--- src/common/phy_mgmt_defs.vh ---
// constants shared by the phy management access block and its helpers
`ifndef PHY_MGMT_DEFS_VH
`define PHY_MGMT_DEFS_VH

// ****************************************
// register map
// ****************************************
`define OFF_DATA_HOLDER     8'ha4
`define OFF_ACCESS_CTRL     8'ha8
`define FLD_PHY_HI          15
`define FLD_PHY_LO          11
`define FLD_REG_HI          10
`define FLD_REG_LO          6
`define FLD_WNR             1
`define FLD_BUSY            0
`define DATA_HI             15
`define RESET_ADDR5         5'h00
`define RESET_DATA16        16'h0000
`define ZERO_WORD           32'h00000000

// ****************************************
// port 0 management modes
// ****************************************
`define MODE_MAC_SMI        3'h0
`define MODE_MAC_SMI_INIT   3'h1
`define MODE_PHY_SMI        3'h2
`define MODE_PHY_SMI_INIT   3'h3
`define MODE_MAC_I2C        3'h4
`define MODE_PHY_I2C        3'h5

// ****************************************
// management clock timing
// ****************************************
`define CLK_PERIOD_NS       5
`define MDC_PERIOD_NS       400
`define OUT_DELAY_NS        120
`define SAMPLE_LEAD_NS      40
`define MDC_PERIOD_CYC      (`MDC_PERIOD_NS / `CLK_PERIOD_NS)
`define MDC_HALF_CYC        (`MDC_PERIOD_CYC / 2)
`define MDC_CHANGE_CYC      (`MDC_HALF_CYC + `OUT_DELAY_NS / `CLK_PERIOD_NS)
`define MDC_SAMPLE_CYC      (`MDC_HALF_CYC - `SAMPLE_LEAD_NS / `CLK_PERIOD_NS)
`define MDC_CNT_W           7

// ****************************************
// frame layout
// ****************************************
`define FRAME_PREAMBLE      32'hffffffff
`define FRAME_START         2'b01
`define FRAME_OP_RD         2'b10
`define FRAME_OP_WR         2'b01
`define FRAME_TA_WR         2'b10
`define FRAME_TA_RD         2'b11
`define FRAME_LAST_BIT      6'd63
`define FRAME_TA_BIT        6'd46
`define FRAME_DATA_BIT      6'd48

`endif

--- src/verilog/pin_sync.v ---
// two flip-flop synchroniser for a group of asynchronous inputs
`timescale 1ns/1ps
`default_nettype none
module pin_sync
#(
    parameter WIDTH = 4
)
(
    input  wire             clk,
    input  wire             rst,
    input  wire [WIDTH-1:0] din,
    output wire [WIDTH-1:0] dout
);
    genvar i;
    generate
        for (i = 0; i < WIDTH; i = i + 1)
        begin : g_bit
            reg meta;
            reg stable;
            // idle management lines float high, so reset to one
            always @(posedge clk or posedge rst)
            begin
                if (rst)
                begin
                    meta   <= 1'b1;
                    stable <= 1'b1;
                end
                else
                begin
                    meta   <= din[i];
                    stable <= meta;
                end
            end
            assign dout[i] = stable;
        end
    endgenerate
endmodule // pin_sync
`default_nettype wire

--- src/verilog/mdc_divider.v ---
// management clock divider with change and sample strobes
`timescale 1ns/1ps
`default_nettype none
`include "phy_mgmt_defs.vh"
module mdc_divider
(
    input  wire clk,
    input  wire rst,
    input  wire run,
    output reg  mdc,
    output reg  change,
    output reg  sample
);
    reg [`MDC_CNT_W-1:0] cnt;

    // ****************************************
    // divide the system clock down to the management clock
    // ****************************************
    // 2.5 mhz divider
    always @(posedge clk or posedge rst)
    begin
        if (rst)
        begin
            cnt    <= {`MDC_CNT_W{1'b0}};
            mdc    <= 1'b0;
            change <= 1'b0;
            sample <= 1'b0;
        end
        else if (!run)
        begin
            cnt    <= {`MDC_CNT_W{1'b0}};
            mdc    <= 1'b0;
            change <= 1'b0;
            sample <= 1'b0;
        end
        else
        begin
            if (cnt == `MDC_PERIOD_CYC - 1)
                cnt <= {`MDC_CNT_W{1'b0}};
            else
                cnt <= cnt + 1'b1;
            mdc    <= (cnt >= `MDC_HALF_CYC - 1) && (cnt != `MDC_PERIOD_CYC - 1);
            change <= (cnt == `MDC_CHANGE_CYC - 1);
            sample <= (cnt == `MDC_SAMPLE_CYC - 1);
        end
    end
endmodule // mdc_divider
`default_nettype wire

--- src/verilog/phy_mgmt_access_and_mux.v ---
// phy management master registers, frame engine and port 0 management multiplexer
`timescale 1ns/1ps
`default_nettype none
`include "phy_mgmt_defs.vh"
module phy_mgmt_access_and_mux
(
    input  wire        MCLK,
    input  wire        RST,
    // host register port (serial slave or i2c slave side)
    input  wire        HOST_WR,
    input  wire        HOST_RD,
    input  wire [7:0]  HOST_ADDR,
    input  wire [31:0] HOST_WDATA,
    output reg  [31:0] HOST_RDATA,
    output reg         HOST_RVALID,
    // eeprom loader write-only port
    input  wire        EE_WR,
    input  wire [7:0]  EE_ADDR,
    input  wire [31:0] EE_WDATA,
    output reg         EE_BUSY,
    // mode selection
    input  wire [2:0]  MGMT_MODE,
    // internal phys a and b
    output reg         PHY_MDC,
    output reg         PHY_MDIO_OUT,
    input  wire        PHY_MDIO_IN,
    // serial management slave block
    output reg         SLV_MDC,
    output reg         SLV_MDIO_OUT,
    input  wire        SLV_MDIO_IN,
    // port 0 mii management pins
    input  wire        P0_MDC_IN,
    output reg         P0_MDC_OUT,
    output reg         P0_MDC_OE_N,
    input  wire        P0_MDIO_IN,
    output reg         P0_MDIO_OUT,
    output reg         P0_MDIO_OE_N
);
    // ****************************************
    // declarations
    // ****************************************
    localparam ST_IDLE = 3'b001;
    localparam ST_RUN  = 3'b010;
    localparam ST_DONE = 3'b100;

    reg  [2:0]  state;
    reg  [4:0]  target_phy_select;
    reg  [4:0]  phy_reg_index;
    reg         write_not_read_select;
    reg         access_in_progress_flag;
    reg  [15:0] host_data;
    reg  [15:0] phy_data;
    reg  [15:0] capture;
    reg  [63:0] shifter;
    reg  [5:0]  bit_idx;
    reg         m_out;
    reg         m_drive;

    wire [3:0]  synced;
    wire        ext_mdc;
    wire        ext_mdio;
    wire        phy_in;
    wire        slv_in;
    wire        m_mdc;
    wire        m_change;
    wire        m_sample;
    wire        m_line;
    wire        m_read_in;
    wire        ext_read_back;

    reg         acc_wr;
    reg  [31:0] acc_val;
    reg         dat_wr;
    reg  [15:0] dat_val;
    reg         host_ok;
    reg  [63:0] next_shifter;

    // ****************************************
    // mode decoding
    // ****************************************
    function internal_owns_phys;
        input [2:0] mode;
        begin
            // init modes and i2c modes use internal master
            internal_owns_phys = (mode == `MODE_MAC_SMI_INIT) || (mode == `MODE_PHY_SMI_INIT) ||
                                 (mode == `MODE_MAC_I2C) || (mode == `MODE_PHY_I2C);
        end
    endfunction

    function init_mode;
        input [2:0] mode;
        begin
            init_mode = (mode == `MODE_MAC_SMI_INIT) || (mode == `MODE_PHY_SMI_INIT);
        end
    endfunction

    function smi_mode;
        input [2:0] mode;
        begin
            smi_mode = (mode == `MODE_MAC_SMI) || (mode == `MODE_MAC_SMI_INIT) ||
                       (mode == `MODE_PHY_SMI) || (mode == `MODE_PHY_SMI_INIT);
        end
    endfunction

    // ****************************************
    // input synchronisers and clock divider
    // ****************************************
    pin_sync #(.WIDTH(4)) u_sync
    (
        .clk  (MCLK),
        .rst  (RST),
        .din  ({SLV_MDIO_IN, PHY_MDIO_IN, P0_MDIO_IN, P0_MDC_IN}),
        .dout (synced)
    );
    assign ext_mdc  = synced[0];
    assign ext_mdio = synced[1];
    assign phy_in   = synced[2];
    assign slv_in   = synced[3];

    mdc_divider u_div
    (
        .clk    (MCLK),
        .rst    (RST),
        .run    (state == ST_RUN),
        .mdc    (m_mdc),
        .change (m_change),
        .sample (m_sample)
    );

    // ****************************************
    // register write arbitration
    // ****************************************
    always @*
    begin
        acc_wr  = 1'b0;
        acc_val = `ZERO_WORD;
        dat_wr  = 1'b0;
        dat_val = `RESET_DATA16;
        // host port is shut off during device initialisation
        host_ok = !init_mode(MGMT_MODE);
        // loader only writes; it takes priority over the host
        if (EE_WR)
        begin
            acc_wr  = (EE_ADDR == `OFF_ACCESS_CTRL);
            acc_val = EE_WDATA;
            dat_wr  = (EE_ADDR == `OFF_DATA_HOLDER);
            dat_val = EE_WDATA[`DATA_HI:0];
        end
        else if (HOST_WR && host_ok)
        begin
            acc_wr  = (HOST_ADDR == `OFF_ACCESS_CTRL);
            acc_val = HOST_WDATA;
            dat_wr  = (HOST_ADDR == `OFF_DATA_HOLDER);
            dat_val = HOST_WDATA[`DATA_HI:0];
        end
    end

    // ****************************************
    // frame image
    // ****************************************
    // preamble, start, opcode, address, index, turnaround, data
    always @*
    begin
        next_shifter = {`FRAME_PREAMBLE, `FRAME_START,
                        acc_val[`FLD_WNR] ? `FRAME_OP_WR : `FRAME_OP_RD,
                        acc_val[`FLD_PHY_HI:`FLD_PHY_LO], acc_val[`FLD_REG_HI:`FLD_REG_LO],
                        acc_val[`FLD_WNR] ? `FRAME_TA_WR : `FRAME_TA_RD,
                        acc_val[`FLD_WNR] ? host_data : 16'hffff};
    end

    // ****************************************
    // access control, data holder and frame engine
    // ****************************************
    always @(posedge MCLK or posedge RST)
    begin
        if (RST)
        begin
            state                   <= ST_IDLE;
            target_phy_select       <= `RESET_ADDR5;
            phy_reg_index           <= `RESET_ADDR5;
            write_not_read_select   <= 1'b0;
            access_in_progress_flag <= 1'b0;
            host_data               <= `RESET_DATA16;
            phy_data                <= `RESET_DATA16;
            capture                 <= `RESET_DATA16;
            shifter                 <= 64'h0;
            bit_idx                 <= 6'd0;
            m_out                   <= 1'b1;
            m_drive                 <= 1'b0;
            EE_BUSY                 <= 1'b0;
        end
        else
        begin
            // data held steady while busy, so a running write keeps its value
            if (dat_wr && !access_in_progress_flag)
                host_data <= dat_val;
            case (state)
                ST_IDLE:
                begin
                    if (acc_wr && !access_in_progress_flag)
                    begin
                        target_phy_select       <= acc_val[`FLD_PHY_HI:`FLD_PHY_LO];
                        phy_reg_index           <= acc_val[`FLD_REG_HI:`FLD_REG_LO];
                        write_not_read_select   <= acc_val[`FLD_WNR];
                        access_in_progress_flag <= 1'b1;
                        EE_BUSY                 <= 1'b1;
                        shifter                 <= next_shifter;
                        bit_idx                 <= 6'd0;
                        m_out                   <= 1'b1;
                        m_drive                 <= 1'b1;
                        state                   <= ST_RUN;
                    end
                end
                ST_RUN:
                begin
                    if (m_sample && !write_not_read_select && bit_idx >= `FRAME_DATA_BIT)
                        capture <= {capture[14:0], m_read_in};
                    if (m_change)
                    begin
                        if (bit_idx == `FRAME_LAST_BIT)
                        begin
                            m_drive <= 1'b0;
                            m_out   <= 1'b1;
                            state   <= ST_DONE;
                        end
                        else
                        begin
                            bit_idx <= bit_idx + 1'b1;
                            shifter <= {shifter[62:0], 1'b1};
                            m_out   <= shifter[62];
                            // read releases the line from turnaround on
                            if (!write_not_read_select && bit_idx + 1'b1 == `FRAME_TA_BIT)
                                m_drive <= 1'b0;
                        end
                    end
                end
                ST_DONE:
                begin
                    // read data lands with busy clearing
                    if (!write_not_read_select)
                        phy_data <= capture;
                    access_in_progress_flag <= 1'b0;
                    // loader sees busy drop in hardware
                    EE_BUSY                 <= 1'b0;
                    state                   <= ST_IDLE;
                end
                default:
                begin
                    state <= ST_IDLE;
                end
            endcase
        end
    end

    // ****************************************
    // host read port
    // ****************************************
    always @(posedge MCLK or posedge RST)
    begin
        if (RST)
        begin
            HOST_RDATA  <= `ZERO_WORD;
            HOST_RVALID <= 1'b0;
        end
        else
        begin
            HOST_RVALID <= HOST_RD && host_ok;
            HOST_RDATA  <= `ZERO_WORD;
            if (HOST_RD && host_ok)
            begin
                if (HOST_ADDR == `OFF_ACCESS_CTRL)
                    HOST_RDATA <= {16'h0000, target_phy_select, phy_reg_index, 4'h0,
                                   write_not_read_select, access_in_progress_flag};
                // phy value on read direction, host value on write
                else if (HOST_ADDR == `OFF_DATA_HOLDER)
                    HOST_RDATA <= {16'h0000, write_not_read_select ? host_data : phy_data};
            end
        end
    end

    // ****************************************
    // management multiplexer
    // ****************************************
    assign m_line        = m_drive ? m_out : 1'b1;
    // read data returned to the internal master
    assign m_read_in     = (MGMT_MODE == `MODE_MAC_I2C) ? (phy_in & ext_mdio) : phy_in;
    // only the slave being addressed pulls low, so and-ing gives its bit
    assign ext_read_back = internal_owns_phys(MGMT_MODE) ? slv_in : (slv_in & phy_in);

    always @(posedge MCLK or posedge RST)
    begin
        if (RST)
        begin
            PHY_MDC      <= 1'b0;
            PHY_MDIO_OUT <= 1'b1;
            SLV_MDC      <= 1'b0;
            SLV_MDIO_OUT <= 1'b1;
            P0_MDC_OUT   <= 1'b0;
            P0_MDC_OE_N  <= 1'b1;
            P0_MDIO_OUT  <= 1'b0;
            P0_MDIO_OE_N <= 1'b1;
        end
        else
        begin
            if (internal_owns_phys(MGMT_MODE))
            begin
                PHY_MDC      <= m_mdc;
                PHY_MDIO_OUT <= m_line;
            end
            else
            begin
                // internal frames stay off the phys
                PHY_MDC      <= ext_mdc;
                PHY_MDIO_OUT <= ext_mdio;
            end
            // serial modes hand the serial slave to the pins
            if (smi_mode(MGMT_MODE))
            begin
                SLV_MDC      <= ext_mdc;
                SLV_MDIO_OUT <= ext_mdio;
                P0_MDC_OUT   <= 1'b0;
                P0_MDC_OE_N  <= 1'b1;
                // open drain return on the pins
                P0_MDIO_OE_N <= ext_read_back;
            end
            else if (MGMT_MODE == `MODE_MAC_I2C)
            begin
                SLV_MDC      <= 1'b0;
                SLV_MDIO_OUT <= 1'b1;
                P0_MDC_OUT   <= m_mdc;
                P0_MDC_OE_N  <= 1'b0;
                P0_MDIO_OE_N <= m_line;
            end
            else
            begin
                SLV_MDC      <= 1'b0;
                SLV_MDIO_OUT <= 1'b1;
                P0_MDC_OUT   <= 1'b0;
                P0_MDC_OE_N  <= 1'b1;
                P0_MDIO_OE_N <= 1'b1;
            end
            P0_MDIO_OUT <= 1'b0;
        end
    end
endmodule // phy_mgmt_access_and_mux
`default_nettype wire

--- config.mk ---
export PLATFORM = sky130hd
export DESIGN_NAME = phy_mgmt_access_and_mux
export DESIGN_NICKNAME = d
export VERILOG_FILES = /design/src/verilog/pin_sync.v /design/src/verilog/mdc_divider.v /design/src/verilog/phy_mgmt_access_and_mux.v
export VERILOG_INCLUDE_DIRS = /design/src /design/src/common
export SDC_FILE = /design/constraint.sdc
export NUM_CORES = 1
export LEC_CHECK = 0
export BUFFER_PORTS_ARGS = -buffer_cell sky130_fd_sc_hd__buf_2
export CORE_ASPECT_RATIO = 1.5
export CORE_MARGIN = 3
export CORE_UTILIZATION = 50
export DETAILED_ROUTE_END_ITERATION = 16
export PLACE_DENSITY_LB_ADDON = 0.05
export SYNTH_ARGS = -nofsm -noshare
export SYNTH_HDL_FRONTEND = slang
export SYNTH_SLANG_ARGS = --single-unit
export TNS_END_PERCENT = 50
--- constraint.sdc ---
create_clock -name MCLK -period 14.35 [get_ports MCLK]
set_input_delay 0.7175 -clock MCLK [delete_from_list [all_inputs] [get_ports MCLK]]
set_output_delay 0.7175 -clock MCLK [all_outputs]
set_load 0.03 [all_outputs]
==> flow_summary.ini <==
[placement]
post_dp_cell_area_um2 = 8000
post-place-ws_ns = 10.48
numPlacedInstances = 886
detailed_place_hpwl_mm = 10.3
portbufs = 84
gpl.final_weighted_congestion = 0.841

[power]
peakVddDrop_mv = 0.0662
power_density_nw_per_um2 = 134
power.leakage_nw = 3.82

[critical_path]
critical_path_required_ns = 14.66
worst_setup_sp_type = input port
worstPathMaxFanout = 54
end_kind = flop
type_of_the_worst_setup_path = in2reg
worst-r2r-cell-count = 7
timing.critical_path.arrival_ns = 3.66

[routing]
drt_pass1_iterations = 5
antenna_left = 0
routed_wl_mm = 15.3
vias_per_cell = 5.42
drt-wirelength-per-cell_um = 16.7
post-route-drc-count = 0
route.vias.total = 4971
initial_drc_count = 218

[clock_tree]
cts_buffers = 17
maximum_count_of_clock_buffers_along_a_single_path = 2
clock_tree.htree_level_count = 4
worstSkewPairLatency_ns = 0.42
cts_repair_resize_count = 0
cts_hold_buffers = 0
clk_root_buffer_cell = clkbuf_16
cts_sinks = 176
clkTransAtPathRegs_ns = 0.06
postCtsSetupBuffers = 0
tritoncts = yes

[synthesis]
synth_seq_cells = 176
synth-compound-area-share_pct = 13.2
synth_simple_gate_area_share_pct = 9.25
postSynth.topFlopCell = dfrtp_1
synthCells = 632
yosys.area_share.xor_xnor_pct = 0.466
post_synth_main_area_contributors = dfrtp_1 54%, mux2_2 6.0%, dfstp_2 4.9%, mux2i_1 4.1%, o22a_1 4.1%
postSynthAreaPerCell_um2 = 11.9
seq_area_frac_synth_pct = 58.8
async_flop_share_pct = 100
synthesis.area_um2 = 7520
synth_adder_area_share_pct = 0.499
synth_edf_count = 0
post-synth-top-area-cell = dfrtp_1
largest_family_of_logic_cells_by_synthesized_area = compound AO/OA/AOI/OAI gates
total_number_of_yosys_warnings = 0
synth.top_cell.area_share_pct = 53.9
yosys.cell_types.count = 54
yosys-mux-area-fraction_pct = 11.9

[timing]
layout_min_cycle_time_ns = 3.35
setup_total_negative_slack_ns = 0
final-max-slew-violation-count = 0
rsz0062_at_grt = no
timing_worst_slew_pin_value_ns = 1.06
worst_clock_skew_ns = 0.00718
timing.fmax_mhz = 298
layout_worst_path_cycle_share_pct = 23.4
slew_headroom_pct = 29.5
final_critical_path_setup_slack_ns = 11.00
timing_hold_violations_final = 0
setup-violations-final = 0

[worst_hold_path]
worst_hold_path.num_cells = 0
timing.hold.worst.class = reg2reg

[cells_and_area]
layout.core_utilization_pct = 58.3
drive_gt1_share_pct = 26.6
layout.nets = 804
areaGrowthSynthToFinish_pct = 13.8
filler_cell_count = 1286
finalInstanceArea_um2 = 8550
finalNonFillerCells = 917
n_antenna_cell = 0

[floorplan]
initial_core_utilization_pct = 51.3
floorplan.die.width_um = 106
fp.coreArea_um2 = 14700
boundaryPins = 134
die-area_um2 = 16600
die_y_um = 156
core.rowCount = 54

[global_routing]
grt_max_degree = 108
grt_pass1_vias = 5000
groute.usage.overall_pct = 19.5
antenna_found_initial = 0
grt_pass1_wl_mm = 25.4
globalRoute.totalOverflow = 0

[job]
max_cap_violations = 0

[outcome]
run_status = finished clean
[logic make-up (layout without fill, tap and decap cells)]
kind of cell	count (synthesis)	after routing
AO/OA/AOI/OAI	148	148
XOR/XNOR	4	4
adder cells (fa/ha/maj)	3	3
buffers and inverters	78	151
flip-flops	176	176
multiplexers	83	83
other	1	17
AND/OR/NAND/NOR	139	139
[cells in the final DEF, fill, tap and decap left out, types with 4 or more instances in the layout]
cell type and count:
buf_2 84, a22oi_1 18, clkbuf_16 17, nor2b_1 4, nor2_1 54, mux2i_1 31
o22a_1 35, mux2_1 12, a21oi_1 32, o22ai_1 18, nand2b_1 9, clkbuf_8 5
o21ai_0 30, mux2_2 40, dfrtp_1 162, nand3_1 6, buf_4 10, inv_1 25
conb_1 17, dfstp_2 14, nand2_1 38
[critical path: stages]
cell	delay, ns
buf_2	0.09
nand4bb_4	0.24
nor4_4	0.53
a31oi_4	0.28
nor3_4	0.74
buf_4	0.64
mux2_1	0.38
[path summary, 6_finish.rpt]
| check | start | end | slack [ns] |
|---|---|---|---|
| max | HOST_ADDR[6] | shifter[23]$_DFFE_PP0P_ | 11.00 |
| min | u_sync.g_bit[0].meta$_DFF_PP1_ | u_sync.g_bit[0].stable$_DFF_PP1_ | 0.36 |
| max reg2reg | state[0]$_DFFE_PP1P_ | shifter[23]$_DFFE_PP0P_ | 11.27 |
| min reg2reg | u_sync.g_bit[0].meta$_DFF_PP1_ | u_sync.g_bit[0].stable$_DFF_PP1_ | 0.36 |
| max in group asynchronous | RST | capture[15]$_DFFE_PP0P_ | 12.41 |
| min in group asynchronous | RST | shifter[26]$_DFFE_PP0P_ | 0.51 |
[layout make-up]
class | instances | area [um2] | area share, %
clock buffers | 24 | 502 | 5.87
repair buffers | 94 | 495 | 5.79
multi-input cells | 394 | 2730 | 32.0
well taps | 196 | 245 | 2.87
clock inverters | 7 | 53.8 | 0.629
inverters | 26 | 103 | 1.20
flip-flops and latches | 176 | 4420 | 51.7
[flip-flops by register name, summed over array words and instances, names as in the netlist, 4 cells and up]
name / count
u_div.cnt: 7
bit_idx: 6
u_sync.g_bit.stable: 4
phy_reg_index: 5
HOST_RDATA: 16
host_data: 16
capture: 16
phy_data: 16
u_sync.g_bit.meta: 4
target_phy_select: 5
shifter: 63
[power breakdown]
group | internal (mW) | switching, mW | total, mW
sequential | 0.552 | 0.0318 | 0.583
combinational | 0.0567 | 0.0796 | 0.136
clock | 0.244 | 0.184 | 0.428
total | 0.852 | 0.295 | 1.15
[cells in the mapped netlist, drive strengths merged, types with 2 or more instances]
cell type    n
a211oi       2
a21oi       33
a22oi       18
a31oi        3
and2         3
and3         2
buf         36
clkbuf      16
dfrtp      162
dfstp       14
ha           3
inv         26
mux2        52
mux2i       31
nand2       38
nand2b       9
nand3        6
nand4        3
nor2        57
nor2b        4
nor3         3
nor4         3
o21ai       31
o22a        35
o22ai       18
o31ai        3
or2          3
or3b         2
xor2         3
[per-stage QoR]
stage / power (mW) / hold slack [ns]
global placement: 0.723 / 0.347
floorplan: 0.699 / 0.345
global route: 1.21 / 0.364
finish: 1.15 / 0.355
detailed placement: 0.731 / 0.347
CTS: 1.16 / 0.357
[per-layer routing]
metal	vias to the layer above	track usage [%]	share of wire, %
met5	-	0	0
met4	0	8.40	2.3
met3	26	3.89	2.9
met2	89	33.3	54
met1	2516	24.1	41
li1	2340	-	-
Note: power is estimated with default switching activity, not from simulation.
